## src/common/slmled_pkg.sv

```systemverilog
// constants, register layout and mode type of the sleep-mode and indicator-pin block
//
// Behaviour
// - three low-power modes, hardware standby, hardware suspend, software suspend, via self_control.
// - leaving any low-power mode causes internal reset, then self-configuration.
// - self-configuration end sets init_done_flag and clears serial_if_busy_flag together.
// - in standby only link receiver lives; link activity drives activity_indicator low.
// - all register accesses ignored during hardware standby.
// - standby entered when pin low, pin_powerdown_enable set, standby_select_enable set.
// - standby entry resets everything except self_control.
// - standby exit performs complete reset and initialisation.
// - hardware suspend ignores register accesses and network activity.
// - suspend when pin low, enable set, standby select clear; pin high wakes.
// - software suspend keeps only io_base_address and self_control; the code also keeps init_done_flag and serial_if_busy_flag.
// - setting soft_powerdown_request enters software suspend.
// - any write wakes software suspend; data discarded, complete reset follows.
// - hardware reset leaves every low-power mode.
// - hardware modes beat software suspend; otherwise device stays fully operational.
// - activity_indicator low on tx, rx or collision, held 6 ms past last event.
// - link_indicator follows link pulses, or host_pin_zero_level when host_pin_zero_select set.
// - rx_transfer_indicator low on receive event read, or host_pin_one_level when selected.
// - init_done_flag sits at self_status bit 7.
// - serial_if_busy_flag sits at self_status bit 8.

package slmled_pkg;

   // ---------------------------------------------------------------
   // timing
   // ---------------------------------------------------------------
   localparam int unsigned CLK_PERIOD_NS   = 40;
   localparam int unsigned NS_PER_MS       = 1000000;
   localparam int unsigned ACT_STRETCH_MS  = 6;
   localparam int unsigned CAL_TIME_MS     = 10;
   localparam int unsigned ACT_STRETCH_CYC =
      (ACT_STRETCH_MS * NS_PER_MS + CLK_PERIOD_NS - 1) / CLK_PERIOD_NS;
   localparam int unsigned CAL_CYC         =
      (CAL_TIME_MS * NS_PER_MS + CLK_PERIOD_NS - 1) / CLK_PERIOD_NS;
   localparam int unsigned CNT_W           = 18;

   // ---------------------------------------------------------------
   // register offsets
   // ---------------------------------------------------------------
   localparam logic [15:0] OFS_IO_BASE      = 16'h0020;
   localparam logic [15:0] OFS_SELF_CONTROL = 16'h0114;
   localparam logic [15:0] OFS_SELF_STATUS  = 16'h0116;
   localparam logic [15:0] OFS_RX_EVENT     = 16'h0124;

   // ---------------------------------------------------------------
   // field positions
   // ---------------------------------------------------------------
   localparam int unsigned BIT_SOFT_PD   = 8;
   localparam int unsigned BIT_PIN_PD_EN = 9;
   localparam int unsigned BIT_STBY_SEL  = 10;
   localparam int unsigned BIT_PIN0_SEL  = 12;
   localparam int unsigned BIT_PIN1_SEL  = 13;
   localparam int unsigned BIT_PIN0_LVL  = 14;
   localparam int unsigned BIT_PIN1_LVL  = 15;
   localparam int unsigned BIT_INIT_DONE = 7;
   localparam int unsigned BIT_SI_BUSY   = 8;

   // ---------------------------------------------------------------
   // reset values and masks
   // ---------------------------------------------------------------
   localparam logic [15:0] SELF_CONTROL_RST   = 16'h0000;
   localparam logic [15:0] SELF_CONTROL_WMASK = 16'hf700;
   localparam logic [15:0] IO_BASE_RST        = 16'h0000;

   typedef enum logic [2:0] {
      st_init,
      st_run,
      st_hw_standby,
      st_hw_suspend,
      st_sw_suspend
   } slmled_mode_t;

endpackage

```

## src/verilog/slmled_stretch.sv

```systemverilog
// retriggerable pulse stretcher for the activity indicator
`timescale 1ns/10ps

module slmled_stretch #(
   parameter int unsigned CYCLES = slmled_pkg::ACT_STRETCH_CYC
) (
   input  wire logic mclk_in,
   input  wire logic rst_in,
   input  wire logic clear_in,
   input  wire logic event_in,
   output logic      active_out
);

   typedef struct packed {
      logic [slmled_pkg::CNT_W-1:0] cnt;
      logic                         active;
   } slmled_stretch_t;

   localparam logic [slmled_pkg::CNT_W-1:0] LOAD = slmled_pkg::CNT_W'(CYCLES - 1);

   slmled_stretch_t st;
   slmled_stretch_t next_st;

   // ---------------------------------------------------------------
   // counter
   // ---------------------------------------------------------------
   always_comb begin
      next_st = st;
      if (clear_in) begin
         next_st.cnt    = '0;
         next_st.active = 1'b0;
      end else if (event_in) begin
         // every event reloads, so the pulse ends CYCLES after the last one
         next_st.cnt    = LOAD;
         next_st.active = 1'b1;
      end else if (st.cnt != '0) begin
         next_st.cnt = st.cnt - 1'b1;
      end else begin
         next_st.active = 1'b0;
      end
   end

   always_ff @(posedge mclk_in or posedge rst_in) begin
      if (rst_in) begin
         st <= '0;
      end else begin
         st <= next_st;
      end
   end

   assign active_out = st.active;

endmodule

```

## src/verilog/slmled_top.sv

```systemverilog
// low-power mode sequencer with indicator-pin control
`timescale 1ns/10ps

module slmled_top #(
   parameter int unsigned CAL_CYCLES = slmled_pkg::CAL_CYC,
   parameter int unsigned ACT_CYCLES = slmled_pkg::ACT_STRETCH_CYC
) (
   input  wire logic        mclk_in,
   input  wire logic        rst_in,
   input  wire logic        sleep_n_in,
   input  wire logic        reg_wr_in,
   input  wire logic        reg_rd_in,
   input  wire logic [15:0] reg_addr_in,
   input  wire logic [15:0] reg_wdata_in,
   input  wire logic        tx_frame_in,
   input  wire logic        rx_frame_in,
   input  wire logic        collision_in,
   input  wire logic        link_valid_in,
   input  wire logic        link_activity_in,
   output logic [15:0]      reg_rdata_out,
   output logic             reg_rvalid_out,
   output logic             activity_indicator_n_out,
   output logic             link_indicator_n_out,
   output logic             rx_transfer_indicator_n_out,
   output logic             core_reset_out,
   output logic             init_done_out
);

   // ---------------------------------------------------------------
   // state
   // ---------------------------------------------------------------
   typedef struct packed {
      slmled_pkg::slmled_mode_t     mode;
      logic [slmled_pkg::CNT_W-1:0] cal_cnt;
      logic [15:0]                  self_control;
      logic [15:0]                  io_base;
      logic                         init_done;
      logic                         si_busy;
      logic [15:0]                  rdata;
      logic                         rvalid;
      logic                         act_n;
      logic                         link_n;
      logic                         rxt_n;
      logic                         core_reset;
   } slmled_state_t;

   localparam logic [slmled_pkg::CNT_W-1:0] CAL_LOAD =
      slmled_pkg::CNT_W'(CAL_CYCLES - 1);

   slmled_state_t st;
   slmled_state_t next_st;

   logic act_active;
   logic act_event;
   logic act_clear;
   logic hw_sleep;
   logic bus_open;

   // ---------------------------------------------------------------
   // helpers
   // ---------------------------------------------------------------
   function automatic logic pin_mux(input logic sel, input logic lvl, input logic own_low);
      // pins are active low: host level 1 pulls the pin low
      pin_mux = sel ? ~lvl : ~own_low;
   endfunction

   function automatic logic is_hw_mode(input slmled_pkg::slmled_mode_t m);
      is_hw_mode = (m == slmled_pkg::st_hw_standby) || (m == slmled_pkg::st_hw_suspend);
   endfunction

   assign hw_sleep  = ~sleep_n_in & st.self_control[slmled_pkg::BIT_PIN_PD_EN];
   assign bus_open  = (st.mode == slmled_pkg::st_run) || (st.mode == slmled_pkg::st_init);
   assign act_event = bus_open & (tx_frame_in | rx_frame_in | collision_in);
   // the stretcher is one of the circuits that every sleep mode resets
   assign act_clear = ~bus_open;

   slmled_stretch #(
      .CYCLES (ACT_CYCLES)
   ) u_stretch (
      .mclk_in    (mclk_in),
      .rst_in     (rst_in),
      .clear_in   (act_clear),
      .event_in   (act_event),
      .active_out (act_active)
   );

   // ---------------------------------------------------------------
   // next state
   // ---------------------------------------------------------------
   always_comb begin
      next_st        = st;
      next_st.rvalid = 1'b0;
      next_st.rdata  = 16'h0000;
      next_st.rxt_n  = 1'b1;

      case (st.mode)
         slmled_pkg::st_init,
         slmled_pkg::st_run,
         slmled_pkg::st_sw_suspend: begin
            if (hw_sleep) begin
               // hardware modes win over software suspend and over any access
               if (st.self_control[slmled_pkg::BIT_STBY_SEL]) begin
                  next_st.mode = slmled_pkg::st_hw_standby;
               end else begin
                  next_st.mode = slmled_pkg::st_hw_suspend;
               end
               // everything but self_control goes back to reset
               next_st.io_base   = slmled_pkg::IO_BASE_RST;
               next_st.init_done = 1'b0;
               next_st.si_busy   = 1'b0;
               next_st.cal_cnt   = '0;
            end else if (st.mode == slmled_pkg::st_sw_suspend) begin
               if (reg_wr_in) begin
                  // the waking write is dropped, then a complete reset
                  next_st.mode         = slmled_pkg::st_init;
                  next_st.self_control = slmled_pkg::SELF_CONTROL_RST;
                  next_st.io_base      = slmled_pkg::IO_BASE_RST;
                  next_st.init_done    = 1'b0;
                  next_st.si_busy      = 1'b1;
                  next_st.cal_cnt      = CAL_LOAD;
               end
               // io_base, self_control and both status flags keep their values here
            end else begin
               if (st.mode == slmled_pkg::st_init) begin
                  if (st.cal_cnt == '0) begin
                     // both flags flip in the same edge
                     next_st.mode      = slmled_pkg::st_run;
                     next_st.init_done = 1'b1;
                     next_st.si_busy   = 1'b0;
                  end else begin
                     // software is expected to stay away meanwhile
                     next_st.cal_cnt = st.cal_cnt - 1'b1;
                  end
               end else if (st.self_control[slmled_pkg::BIT_SOFT_PD]) begin
                  next_st.mode = slmled_pkg::st_sw_suspend;
               end

               if (reg_wr_in) begin
                  case (reg_addr_in)
                     slmled_pkg::OFS_SELF_CONTROL: begin
                        next_st.self_control = reg_wdata_in & slmled_pkg::SELF_CONTROL_WMASK;
                     end
                     slmled_pkg::OFS_IO_BASE: begin
                        next_st.io_base = reg_wdata_in;
                     end
                     default: begin
                        next_st.io_base = st.io_base;
                     end
                  endcase
               end

               if (reg_rd_in) begin
                  next_st.rvalid = 1'b1;
                  case (reg_addr_in)
                     slmled_pkg::OFS_SELF_CONTROL: begin
                        next_st.rdata = st.self_control;
                     end
                     slmled_pkg::OFS_IO_BASE: begin
                        next_st.rdata = st.io_base;
                     end
                     slmled_pkg::OFS_SELF_STATUS: begin
                        next_st.rdata[slmled_pkg::BIT_INIT_DONE] = st.init_done;
                        next_st.rdata[slmled_pkg::BIT_SI_BUSY]   = st.si_busy;
                     end
                     slmled_pkg::OFS_RX_EVENT: begin
                        // contents come from the receive logic; only the read is seen here
                        next_st.rxt_n = 1'b0;
                     end
                     default: begin
                        next_st.rdata = 16'h0000;
                     end
                  endcase
               end
            end
         end

         slmled_pkg::st_hw_standby,
         slmled_pkg::st_hw_suspend: begin
            // bus accesses simply fall on the floor
            if (sleep_n_in) begin
               // pin back high: complete reset and initialisation
               next_st.mode         = slmled_pkg::st_init;
               next_st.self_control = slmled_pkg::SELF_CONTROL_RST;
               next_st.io_base      = slmled_pkg::IO_BASE_RST;
               next_st.init_done    = 1'b0;
               next_st.si_busy      = 1'b1;
               next_st.cal_cnt      = CAL_LOAD;
            end else if (!st.self_control[slmled_pkg::BIT_PIN_PD_EN]) begin
               next_st.mode = slmled_pkg::st_init;
            end else if (st.self_control[slmled_pkg::BIT_STBY_SEL]) begin
               next_st.mode = slmled_pkg::st_hw_standby;
            end else begin
               next_st.mode = slmled_pkg::st_hw_suspend;
            end
         end

         default: begin
            next_st.mode = slmled_pkg::st_init;
         end
      endcase

      // indicator pins, low active
      case (st.mode)
         slmled_pkg::st_init,
         slmled_pkg::st_run: begin
            next_st.act_n  = ~act_active;
            next_st.link_n = pin_mux(st.self_control[slmled_pkg::BIT_PIN0_SEL],
                                     st.self_control[slmled_pkg::BIT_PIN0_LVL],
                                     link_valid_in);
            if (st.self_control[slmled_pkg::BIT_PIN1_SEL]) begin
               next_st.rxt_n = ~st.self_control[slmled_pkg::BIT_PIN1_LVL];
            end
         end
         slmled_pkg::st_hw_standby: begin
            // the twisted-pair receiver is the only thing left listening
            next_st.act_n  = ~link_activity_in;
            next_st.link_n = pin_mux(st.self_control[slmled_pkg::BIT_PIN0_SEL],
                                     st.self_control[slmled_pkg::BIT_PIN0_LVL],
                                     link_valid_in);
         end
         default: begin
            // isolated core: network ignored, pins parked high
            next_st.act_n  = 1'b1;
            next_st.link_n = 1'b1;
         end
      endcase

      next_st.core_reset = (next_st.mode != slmled_pkg::st_run);
   end

   // ---------------------------------------------------------------
   // registers
   // ---------------------------------------------------------------
   always_ff @(posedge mclk_in or posedge rst_in) begin
      if (rst_in) begin
         // hardware reset ends any sleep mode and starts calibration
         st              <= '0;
         st.mode         <= slmled_pkg::st_init;
         st.cal_cnt      <= CAL_LOAD;
         st.self_control <= slmled_pkg::SELF_CONTROL_RST;
         st.io_base      <= slmled_pkg::IO_BASE_RST;
         st.si_busy      <= 1'b1;
         st.act_n        <= 1'b1;
         st.link_n       <= 1'b1;
         st.rxt_n        <= 1'b1;
         st.core_reset   <= 1'b1;
      end else begin
         st <= next_st;
      end
   end

   assign reg_rdata_out               = st.rdata;
   assign reg_rvalid_out              = st.rvalid;
   assign activity_indicator_n_out    = st.act_n;
   assign link_indicator_n_out        = st.link_n;
   assign rx_transfer_indicator_n_out = st.rxt_n;
   assign core_reset_out              = st.core_reset;
   assign init_done_out               = st.init_done;
endmodule
```

## config.mk

```make
export PLATFORM = sky130hd
export DESIGN_NAME = slmled_top
export DESIGN_NICKNAME = d
export VERILOG_FILES = /design/src/common/slmled_pkg.sv /design/src/verilog/slmled_stretch.sv /design/src/verilog/slmled_top.sv
export SDC_FILE = /design/constraint.sdc
export NUM_CORES = 1
export LEC_CHECK = 0
export BUFFER_PORTS_ARGS = -buffer_cell sky130_fd_sc_hd__clkbuf_2
export CAP_MARGIN = 10
export CELL_PAD_IN_SITES_DETAIL_PLACEMENT = 1
export CELL_PAD_IN_SITES_GLOBAL_PLACEMENT = 1
export CORE_ASPECT_RATIO = 1.75
export CORE_MARGIN = 2
export CORE_UTILIZATION = 44
export DETAILED_ROUTE_END_ITERATION = 8
export GPL_TIMING_DRIVEN = 0
export PLACE_DENSITY_LB_ADDON = 0.1
export RECOVER_POWER = 50
export REMOVE_ABC_BUFFERS = 1
export SKIP_LAST_GASP = 1
export SLEW_MARGIN = 20
export SYNTH_ARGS = -nofsm -noshare
export SYNTH_HDL_FRONTEND = slang
export SYNTH_SLANG_ARGS = --single-unit
```

## constraint.sdc

```tcl
create_clock -name mclk_in -period 3.32 [get_ports mclk_in]
set_input_delay 0.166 -clock mclk_in [delete_from_list [all_inputs] [get_ports mclk_in]]
set_output_delay 0.166 -clock mclk_in [all_outputs]
set_load 0.03 [all_outputs]
```

---- Yosys cells after proc, flatten, opt, wreduce, memory -nomap -nowiden ----
Cells that the tools add are included.
word-level totals
  register bits ........................... 95
  bits in read-only memories .............. 0
  output and inout bits ................... 22
  memories ................................ 0
  input bits .............................. 42
  bits in latches ......................... 0
  bits in writable memories ............... 0
operators by class
  add/sub/neg operators ................... 2
  shift-type cells ........................ 0
  eq/ne operators ......................... 21
  multiplexer cells ....................... 41
  reductions and logical operators ........ 12
  bitwise operators ....................... 10
  div/mod/pow operators ................... 0
  order comparisons ....................... 0
  multipliers ............................. 0
operators with widths
  operator                                               count
  2-to-1 mux 55 bit                                      2
  one-hot mux 52 bit (2 select lines)                    1
  2-to-1 mux 18 bit                                      4
  2-to-1 mux 17 bit                                      4
  2-to-1 mux 52 bit                                      1
  == test 16 x 9 -> 1 bit, second input constant         3
  2-to-1 mux 16 bit                                      3
  2-to-1 mux 19 bit                                      2
  subtractor 18 x 1 -> 18 bit, second input constant     2
  2-to-1 mux 32 bit                                      1
  one-hot mux 7 bit (2 select lines)                     2
  2-to-1 mux 21 bit                                      1
  zero test 18 bit                                       1
  nonzero test 18 bit                                    1
  == test 16 x 6 -> 1 bit, second input constant         1
  inequality test 4 bit, second input constant           4
  2-to-1 mux 3 bit                                       5
  AND reduction 5 bit                                    3
  2-to-1 mux 1 bit                                       10
  == test 3 x 2 -> 1 bit, second input constant          2
  inequality test 2 bit, second input constant           3
  inequality test 3 x 2 -> 1 bit, second input constant  2
  inequality test 3 bit, second input constant           2
  NOT 1 bit                                              6
  16 further kinds                                       20

---- Logic depth before layout (Yosys ltp) ----
Gate-level depths: netlist of the first run.
  depth in word-level cells ............... 8
  gate-level depth with buffers ........... 9
  gate-level depth less buffers ........... 7

---- Cells and area by module ----
From an unflattened synthesis of the first run, not the netlist that was laid out.
unflattened totals
  cell total of the unflattened synthesis .. 468
  area total of the unflattened synthesis .. 4613.2 µm²
modules (own cells, without submodules)
  module          times used  seq. area each (µm²)  cells each  area each (µm²)
  slmled_top      1           1695.4                349         3457.1
  slmled_stretch  1           475.5                 119         1156.1

---- Least setup slack after synthesis of the first run ----
Ideal clock, no wire load.
  path kind ............................... register to register
  start ................................... reg st[55] in the netlist's numbering
  end ..................................... reg st[72] in the netlist's numbering
  arrival time ............................ 2.521 ns
  stages on the path, launching flop included .. 10
  data required time ...................... 3.239 ns
  path buffers ............................ 2
  path slack .............................. 0.718 ns
  library setup time ...................... 0.081 ns
  cell sequence ........................... dfstp_2 > inv_1 > ha_1 > or4b_4 > or4_1 > buf_2 > or3_1 > buf_6 > o211a_1 > o221a_1
between the ends
  word-level cells in the longest chain between the ends .. 6
  elaborated cells between the ends (all ways) .. 9
  classes of those cells .................. 1 x add/sub; 1 x eq/ne; 5 x mux; 2 x reduce/logical
ends and longest elaborated chain
  item                                 RTL line           text
  start: declaration                   slmled_top.sv:50   slmled_state_t st;
  start signal: assignment             slmled_top.sv:248  st <= next_st;
  subtractor 18 x 1 -> 18 bit          slmled_top.sv:132  next_st.cal_cnt = st.cal_cnt - 1'b1;
  2-to-1 mux 18 bit                    slmled_top.sv:125  if (st.cal_cnt == '0) begin
  2-to-1 mux 18 bit                    slmled_top.sv:124  if (st.mode == slmled_pkg::st_init) begin
  2-to-1 mux 55 bit                    slmled_top.sv:112  end else if (st.mode == slmled_pkg::st_sw_suspend) begin
  2-to-1 mux 21 bit                    slmled_top.sv:100  if (hw_sleep) begin
  one-hot mux 52 bit (2 select lines)  slmled_top.sv:96   case (st.mode)
Several ways; a longest one is shown, not always the timed one. The select of a mux whose other input is x is not followed.
A chain may end at the register's enable or synchronous reset.

---- Worst setup path after layout of the first run ----
Ends and elaborated chain as after synthesis.

==> impl_metrics.ini, run 1 <==
[route]
wire_per_inst_um = 18.9
drtAntennaViolNets = 0
routed_wl_um = 11400
num_vias = 3620
drc = 0
drt_iter0_drc = 190
viasPerCell = 6.02
first_pass_iters = 4

[logic_synthesis]
synthCells = 427
syn_avg_cell_area_um2 = 10.0
netlist_top_cells_count = dfrtp_1 (71), nor2_1 (37), nor3_1 (27)
yosysTopAreaCellShare_pct = 41.5
synth_area_um2 = 4280
async_flop_share_pct = 100
synth_seq_cells = 86
synth.most_common_cell = dfrtp_1
synth_ff_type = dfrtp_1
post-synth-top-area-cell = dfrtp_1
synth_cell_types = 56
ys_seq_area_share_pct = 50.8
netlist_top_cells_area = dfrtp_1 (42%), dfstp_2 (9.2%), a22o_1 (4.7%)
synth_enable_flop_cells = 0
yosysWarnings = 0

[clocking]
numCtsBuffers = 9
cts_max_path_buffers = 2
htreeDepth = 3
cts_tree = yes
cts_sinks = 86
clock-root-buffer = clkbuf_16
clk_pin_slew_ns = 0.07
insertion_delay_ns = 0.34

[finish]
drive_gt1_share_pct = 18.6
nets = 518
nFillCells = 1125
multi_input_area_um2 = 1890
regArea_um2 = 2170
synthToLayoutAreaGrowth_pct = 13.8
fin_util_pct = 51.4
layout.cells.non_filler = 601
stdcell_area_um2 = 4860
antennaDiodeCount = 0

[grt]
antenna_found_initial = 0
grt_pass1_vias = 3969
met3_usage_pct = 4.17
grtUsageMet1_pct = 26.2
grt_pass1_wl_um = 19400
busiest_layer = met2
gr-usage-all-layers_pct = 23.2
gr-usage-met2_pct = 43.2
gr-total-overflow = 0
grt_max_degree = 50

[placement]
post-dp-hpwl_um = 8330
port_buffers = 63
placed_cell_area_um2 = 4610
pre_cts_ws_ns = 0.193
placed_cells = 584
globalplace.congestion = 0.806

[sta]
fin_skew_ns = 0.0104
relSlewSlack_pct = -48.5
maxSlewViolCount = 50
setup-violations-final = 0
worstMarginPinSlew_ns = 2.22
clock.fmax_ghz = 0.336
post-route-min-period_ns = 2.97
fin_ws_ns = 0.347
fin_crit_sh_pct = 89.5
finalHoldViolCount = 0
setup-tns-final_ns = 0
rsz0062_at_grt = no

[die]
core_um2 = 9470
die_w_um = 78.5
fp-row-count = 47
initial_core_util_pct = 45.2
fp.dieH_um = 134
ioPinCount = 64
dieArea_um2 = 10600

[hold_path]
min_from = reg_wdata_in[0]
hp-class = in2reg

[power]
power_density_nw_per_um2 = 477
ir_worst_vdd_uv = 277
p_leak_nw = 2.03

[setup_path]
crit_fanout = 10
cp-end-kind = flop
crit_type = reg2reg
r2r_start = st[55]
timing.critical_path.from = st[55]
required_ns = 3.60
start_kind = flop
arrival_ns = 3.25

[status]
status = complete, but fails checks
violations = max-capacitance violations, max-slew violations

[flow_run]
maxCapViolCount = 1
-- sequential cells by signal, summed over array words and instances, names as in the netlist --
name and cells:
core_reset_out 1, rx_transfer_indicator_n_out 1, st 45, reg_rdata_out 16
init_done_out 1, u_stretch.st 18, activity_indicator_n_out 1, u_stretch.active_out 1
reg_rvalid_out 1, link_indicator_n_out 1
-- critical path: stages (launching register included) --
cell and delay, ns:
dfstp_2 0.39, inv_1 0.10, ha_1 0.23, or4b_4 0.52, or4_1 0.66, or3_1 0.56, nand2_4 0.21, o221a_1 0.22
-- report_power, final --
group          total [W]  switching, W  internal, W
sequential       0.00117     0.0000620      0.00111
clock           0.000972      0.000452     0.000520
combinational   0.000183      0.000105    0.0000775
total            0.00232      0.000619      0.00170
-- placed cells by master (no fill, tap or decap), types with 5 or more instances in the layout --
cell       count
o32a_1         6
dfstp_2       15
o31ai_1        9
inv_1         12
nor2b_1        5
and2_1         9
a31oi_1       11
xor2_1         9
xnor2_1        5
a21oi_1       21
clkbuf_1      21
or3_1          9
a22oi_1        8
nor4_1        14
nand3_1        9
a22o_1        23
nand2_1       19
clkbuf_16      9
o21ai_0       16
nor3_1        25
nor2_1        36
dfrtp_1       71
clkbuf_2      44
-- final cells by class --
cell class,instances,area share [%]
clock buffers,10,4.71
clock inverters,6,1.05
inverters,13,1.03
multi-input cells,296,38.8
flip-flops and latches,86,44.6
well taps,122,3.14
repair buffers,68,6.64
-- path summary, 6_finish.rpt --
check	cells past startpoint	slack [ns]	to
max	7	0.35	st[72]
min	2	0.04	st[23]
max reg2reg	7	0.35	st[72]
min reg2reg	2	0.49	reg_rdata_out[8]
max in group asynchronous	4	0.63	st[28]
min in group asynchronous	3	0.94	reg_rdata_out[12]
-- cells by family after synthesis --
kind of cell	count (synthesis)	synth area share, %
fa+ha+maj	2	0.585
mux	2	0.497
buf+inv	45	5.59
xor+xnor	14	2.87
flops	86	50.8
simple gates	155	19.1
compound gates	123	20.6
-- per-layer routing --
layer | part of all wire (%) | routed length, um
met5 | 0 | 0
met4 | 1.6 | 177
met3 | 3.3 | 374
met2 | 56 | 6410
met1 | 39 | 4420
-- through the flow --
stage	hold WS, ns	total power, W
floorplan	0.299	0.00129
global route	0.0342	0.00242
CTS	0.0378	0.00234
finish	0.0431	0.00232
global placement	0.384	0.00136
detailed placement	0.292	0.00137
-- repair_timing --
item,in CTS,in global routing
endpoints found under the hold margin,37,0
hold buffers,1,0
gates resized for setup,0,1
setup endpoints to repair,0,3
buffers inserted,0,0
Note: power is estimated with default switching activity, not from simulation.
==> run 2: changes to the inputs <==
--- a/config.mk
+++ b/config.mk
@@ -11,7 +11,7 @@
 export CELL_PAD_IN_SITES_GLOBAL_PLACEMENT = 1
 export CORE_ASPECT_RATIO = 1.75
 export CORE_MARGIN = 2
-export CORE_UTILIZATION = 44
+export CORE_UTILIZATION = 39
 export DETAILED_ROUTE_END_ITERATION = 8
 export GPL_TIMING_DRIVEN = 0
 export PLACE_DENSITY_LB_ADDON = 0.1
==> constraint.sdc (replaced) <==
create_clock -name mclk_in -period 3.8 [get_ports mclk_in]
set_input_delay 0.19 -clock mclk_in [delete_from_list [all_inputs] [get_ports mclk_in]]
set_output_delay 0.19 -clock mclk_in [all_outputs]
set_load 0.03 [all_outputs]
==> run 2 against run 1 <==
- the flow still finishes with violations (max-capacitance violations, max-slew violations)
- sequential share of layout area fell by 0.29 points
- first-iteration DRC count fell by 53%
- flip-flop and latch count did not move
- combinational power decreased by 14%
- critical path depth decreased by 2
- maximum frequency decreased by 3.6%
- largest cell class unchanged
- highest routed layer unchanged
==> impl_metrics.ini, run 2 (synthesized netlist as in run 1, its figures left out) <==
[grt]
grt_max_degree = 49
gr-usage-all-layers_pct = 20.4
grt_pass1_vias = 3934
gr-total-overflow = 0
grt_pass1_wl_um = 19400
antenna_found_initial = 0

[sta]
rsz0062_at_grt = no
fin_ws_ns = 0.717
maxSlewViolCount = 49
clock.fmax_ghz = 0.324
finalHoldViolCount = 0
relSlewSlack_pct = -45.4
fin_crit_sh_pct = 81.1
worstMarginPinSlew_ns = 2.17
post-route-min-period_ns = 3.08
setup-violations-final = 0
fin_skew_ns = 0.00771
finalHoldWorstSlack_ns = 0.0691

[setup_path]
crit_type = reg2reg
crit_fanout = 17
arrival_ns = 3.31
start_kind = flop
crit_chain = nor2b_1 -> nand2_1 -> o21ai_1 -> nand3_2 -> o41ai_1
required_ns = 4.03
slowest_delay_ns = 0.83
crit_path_top_delay_cell = nor2b_1
cp-end-kind = flop

[clocking]
htreeDepth = 3
clock-root-buffer = clkbuf_16
insertion_delay_ns = 0.34
cts_sinks = 86
cts_max_path_buffers = 2
clk_pin_slew_ns = 0.07
numCtsBuffers = 9
post_cts_resized = 0
cts_setup_buffers = 0
cts_tree = yes

[finish]
nFillCells = 1238
synthToLayoutAreaGrowth_pct = 14.5
fin_util_pct = 45.8
final_cell_mix = dfrtp_1 (71), clkbuf_2 (45), nor2_1 (36)
regMostFlops = st
largest_reg_flops = 45
drive_gt1_share_pct = 18.6
nets = 518
antennaDiodeCount = 0
final_common_cell = dfrtp_1
stdcell_area_um2 = 4900

[placement]
globalplace.congestion = 0.786
port_buffers = 63
pre_cts_ws_ns = 0.665
placed_cell_area_um2 = 4620
post-dp-hpwl_um = 8430

[status]
status = complete, but fails checks
violations = max-capacitance violations, max-slew violations

[route]
first_pass_iters = 4
wire_per_inst_um = 18.9
viasPerCell = 5.91
drtAntennaViolNets = 0
drt_iter0_drc = 90
drc = 0
routed_wl_um = 11500
num_vias = 3602

[power]
power_density_nw_per_um2 = 424
ir_worst_vdd_uv = 248
p_leak_nw = 2.03

[hold_path]
hp-class = in2reg

[die]
fp.dieH_um = 143
initial_core_util_pct = 40.0
die_w_um = 83.2
ioPinCount = 64
fp-row-count = 50
core_um2 = 10700
dieArea_um2 = 11900

[flow_run]
maxCapViolCount = 1
[run 2: layout make-up]
type                            instances  area, um2  area share (%)
Tap cell                              130        163            3.32
Sequential cell                        86       2170            44.3
Clock buffer                           10        229            4.68
Timing Repair Buffer                   68        327            6.67
Multi-Input combinational cell        296       1890            38.5
Inverter                               13       50.0            1.02
Clock inverter                          6       71.3            1.46
[run 2: metal layers]
metal	part of all wire [%]	routed length, um	vias to the layer above	track usage [%]
met5	0	0	-	0
met4	2.8	326	0	8.97
met3	2.7	315	23	3.02
met2	55	6360	77	38.6
met1	39	4510	1824	22.2
li1	-	-	1678	-
[run 2: report_power, final]
part           leakage [nW]  internal (W)  total (W)  switching (W)
clock                 0.139      0.000514   0.000897       0.000382
combinational         0.850     0.0000678   0.000158      0.0000906
sequential             1.05      0.000966    0.00102      0.0000539
[run 2: worst max-delay path, delay by kind of cell, from the launching register on]
| family | cells | cell delay, ns |
|---|---|---|
| flops | 1 | 0.64 |
| simple gates | 3 | 1.44 |
| compound gates | 2 | 0.89 |
[run 2: timing repair]
| item | CTS | global route |
|---|---|---|
| hold buffers | 1 | 0 |
| hold endpoints to repair | 38 | 0 |
| setup endpoints to repair | 0 | 0 |
[run 2: stage by stage]
step | total power [W] | TNS [ns] | std cells
after global placement | 0.00119 | -4.18 | 588
after global routing | 0.00216 | 0 | 609
after floorplan | 0.00112 | 0 | 395
after detailed placement | 0.00120 | 0 | 592
final | 0.00208 | 0 | 609
after CTS | 0.00210 | 0 | 609
[run 2: worst paths after layout]
kind | cells past startpoint | start | slack (ns) | end
min in group asynchronous | 3 | rst_in | 0.95 | reg_rdata_out[13]
worst max register to register | 5 | st[74] | 0.72 | st[61]
max in group asynchronous | 4 | rst_in | 1.09 | reg_rdata_out[7]
worst max-delay path | 5 | st[74] | 0.72 | st[61]
worst min-delay path | 2 | reg_wdata_in[1] | 0.07 | st[24]
worst min register to register | 1 | st[24] | 0.49 | reg_rdata_out[1]
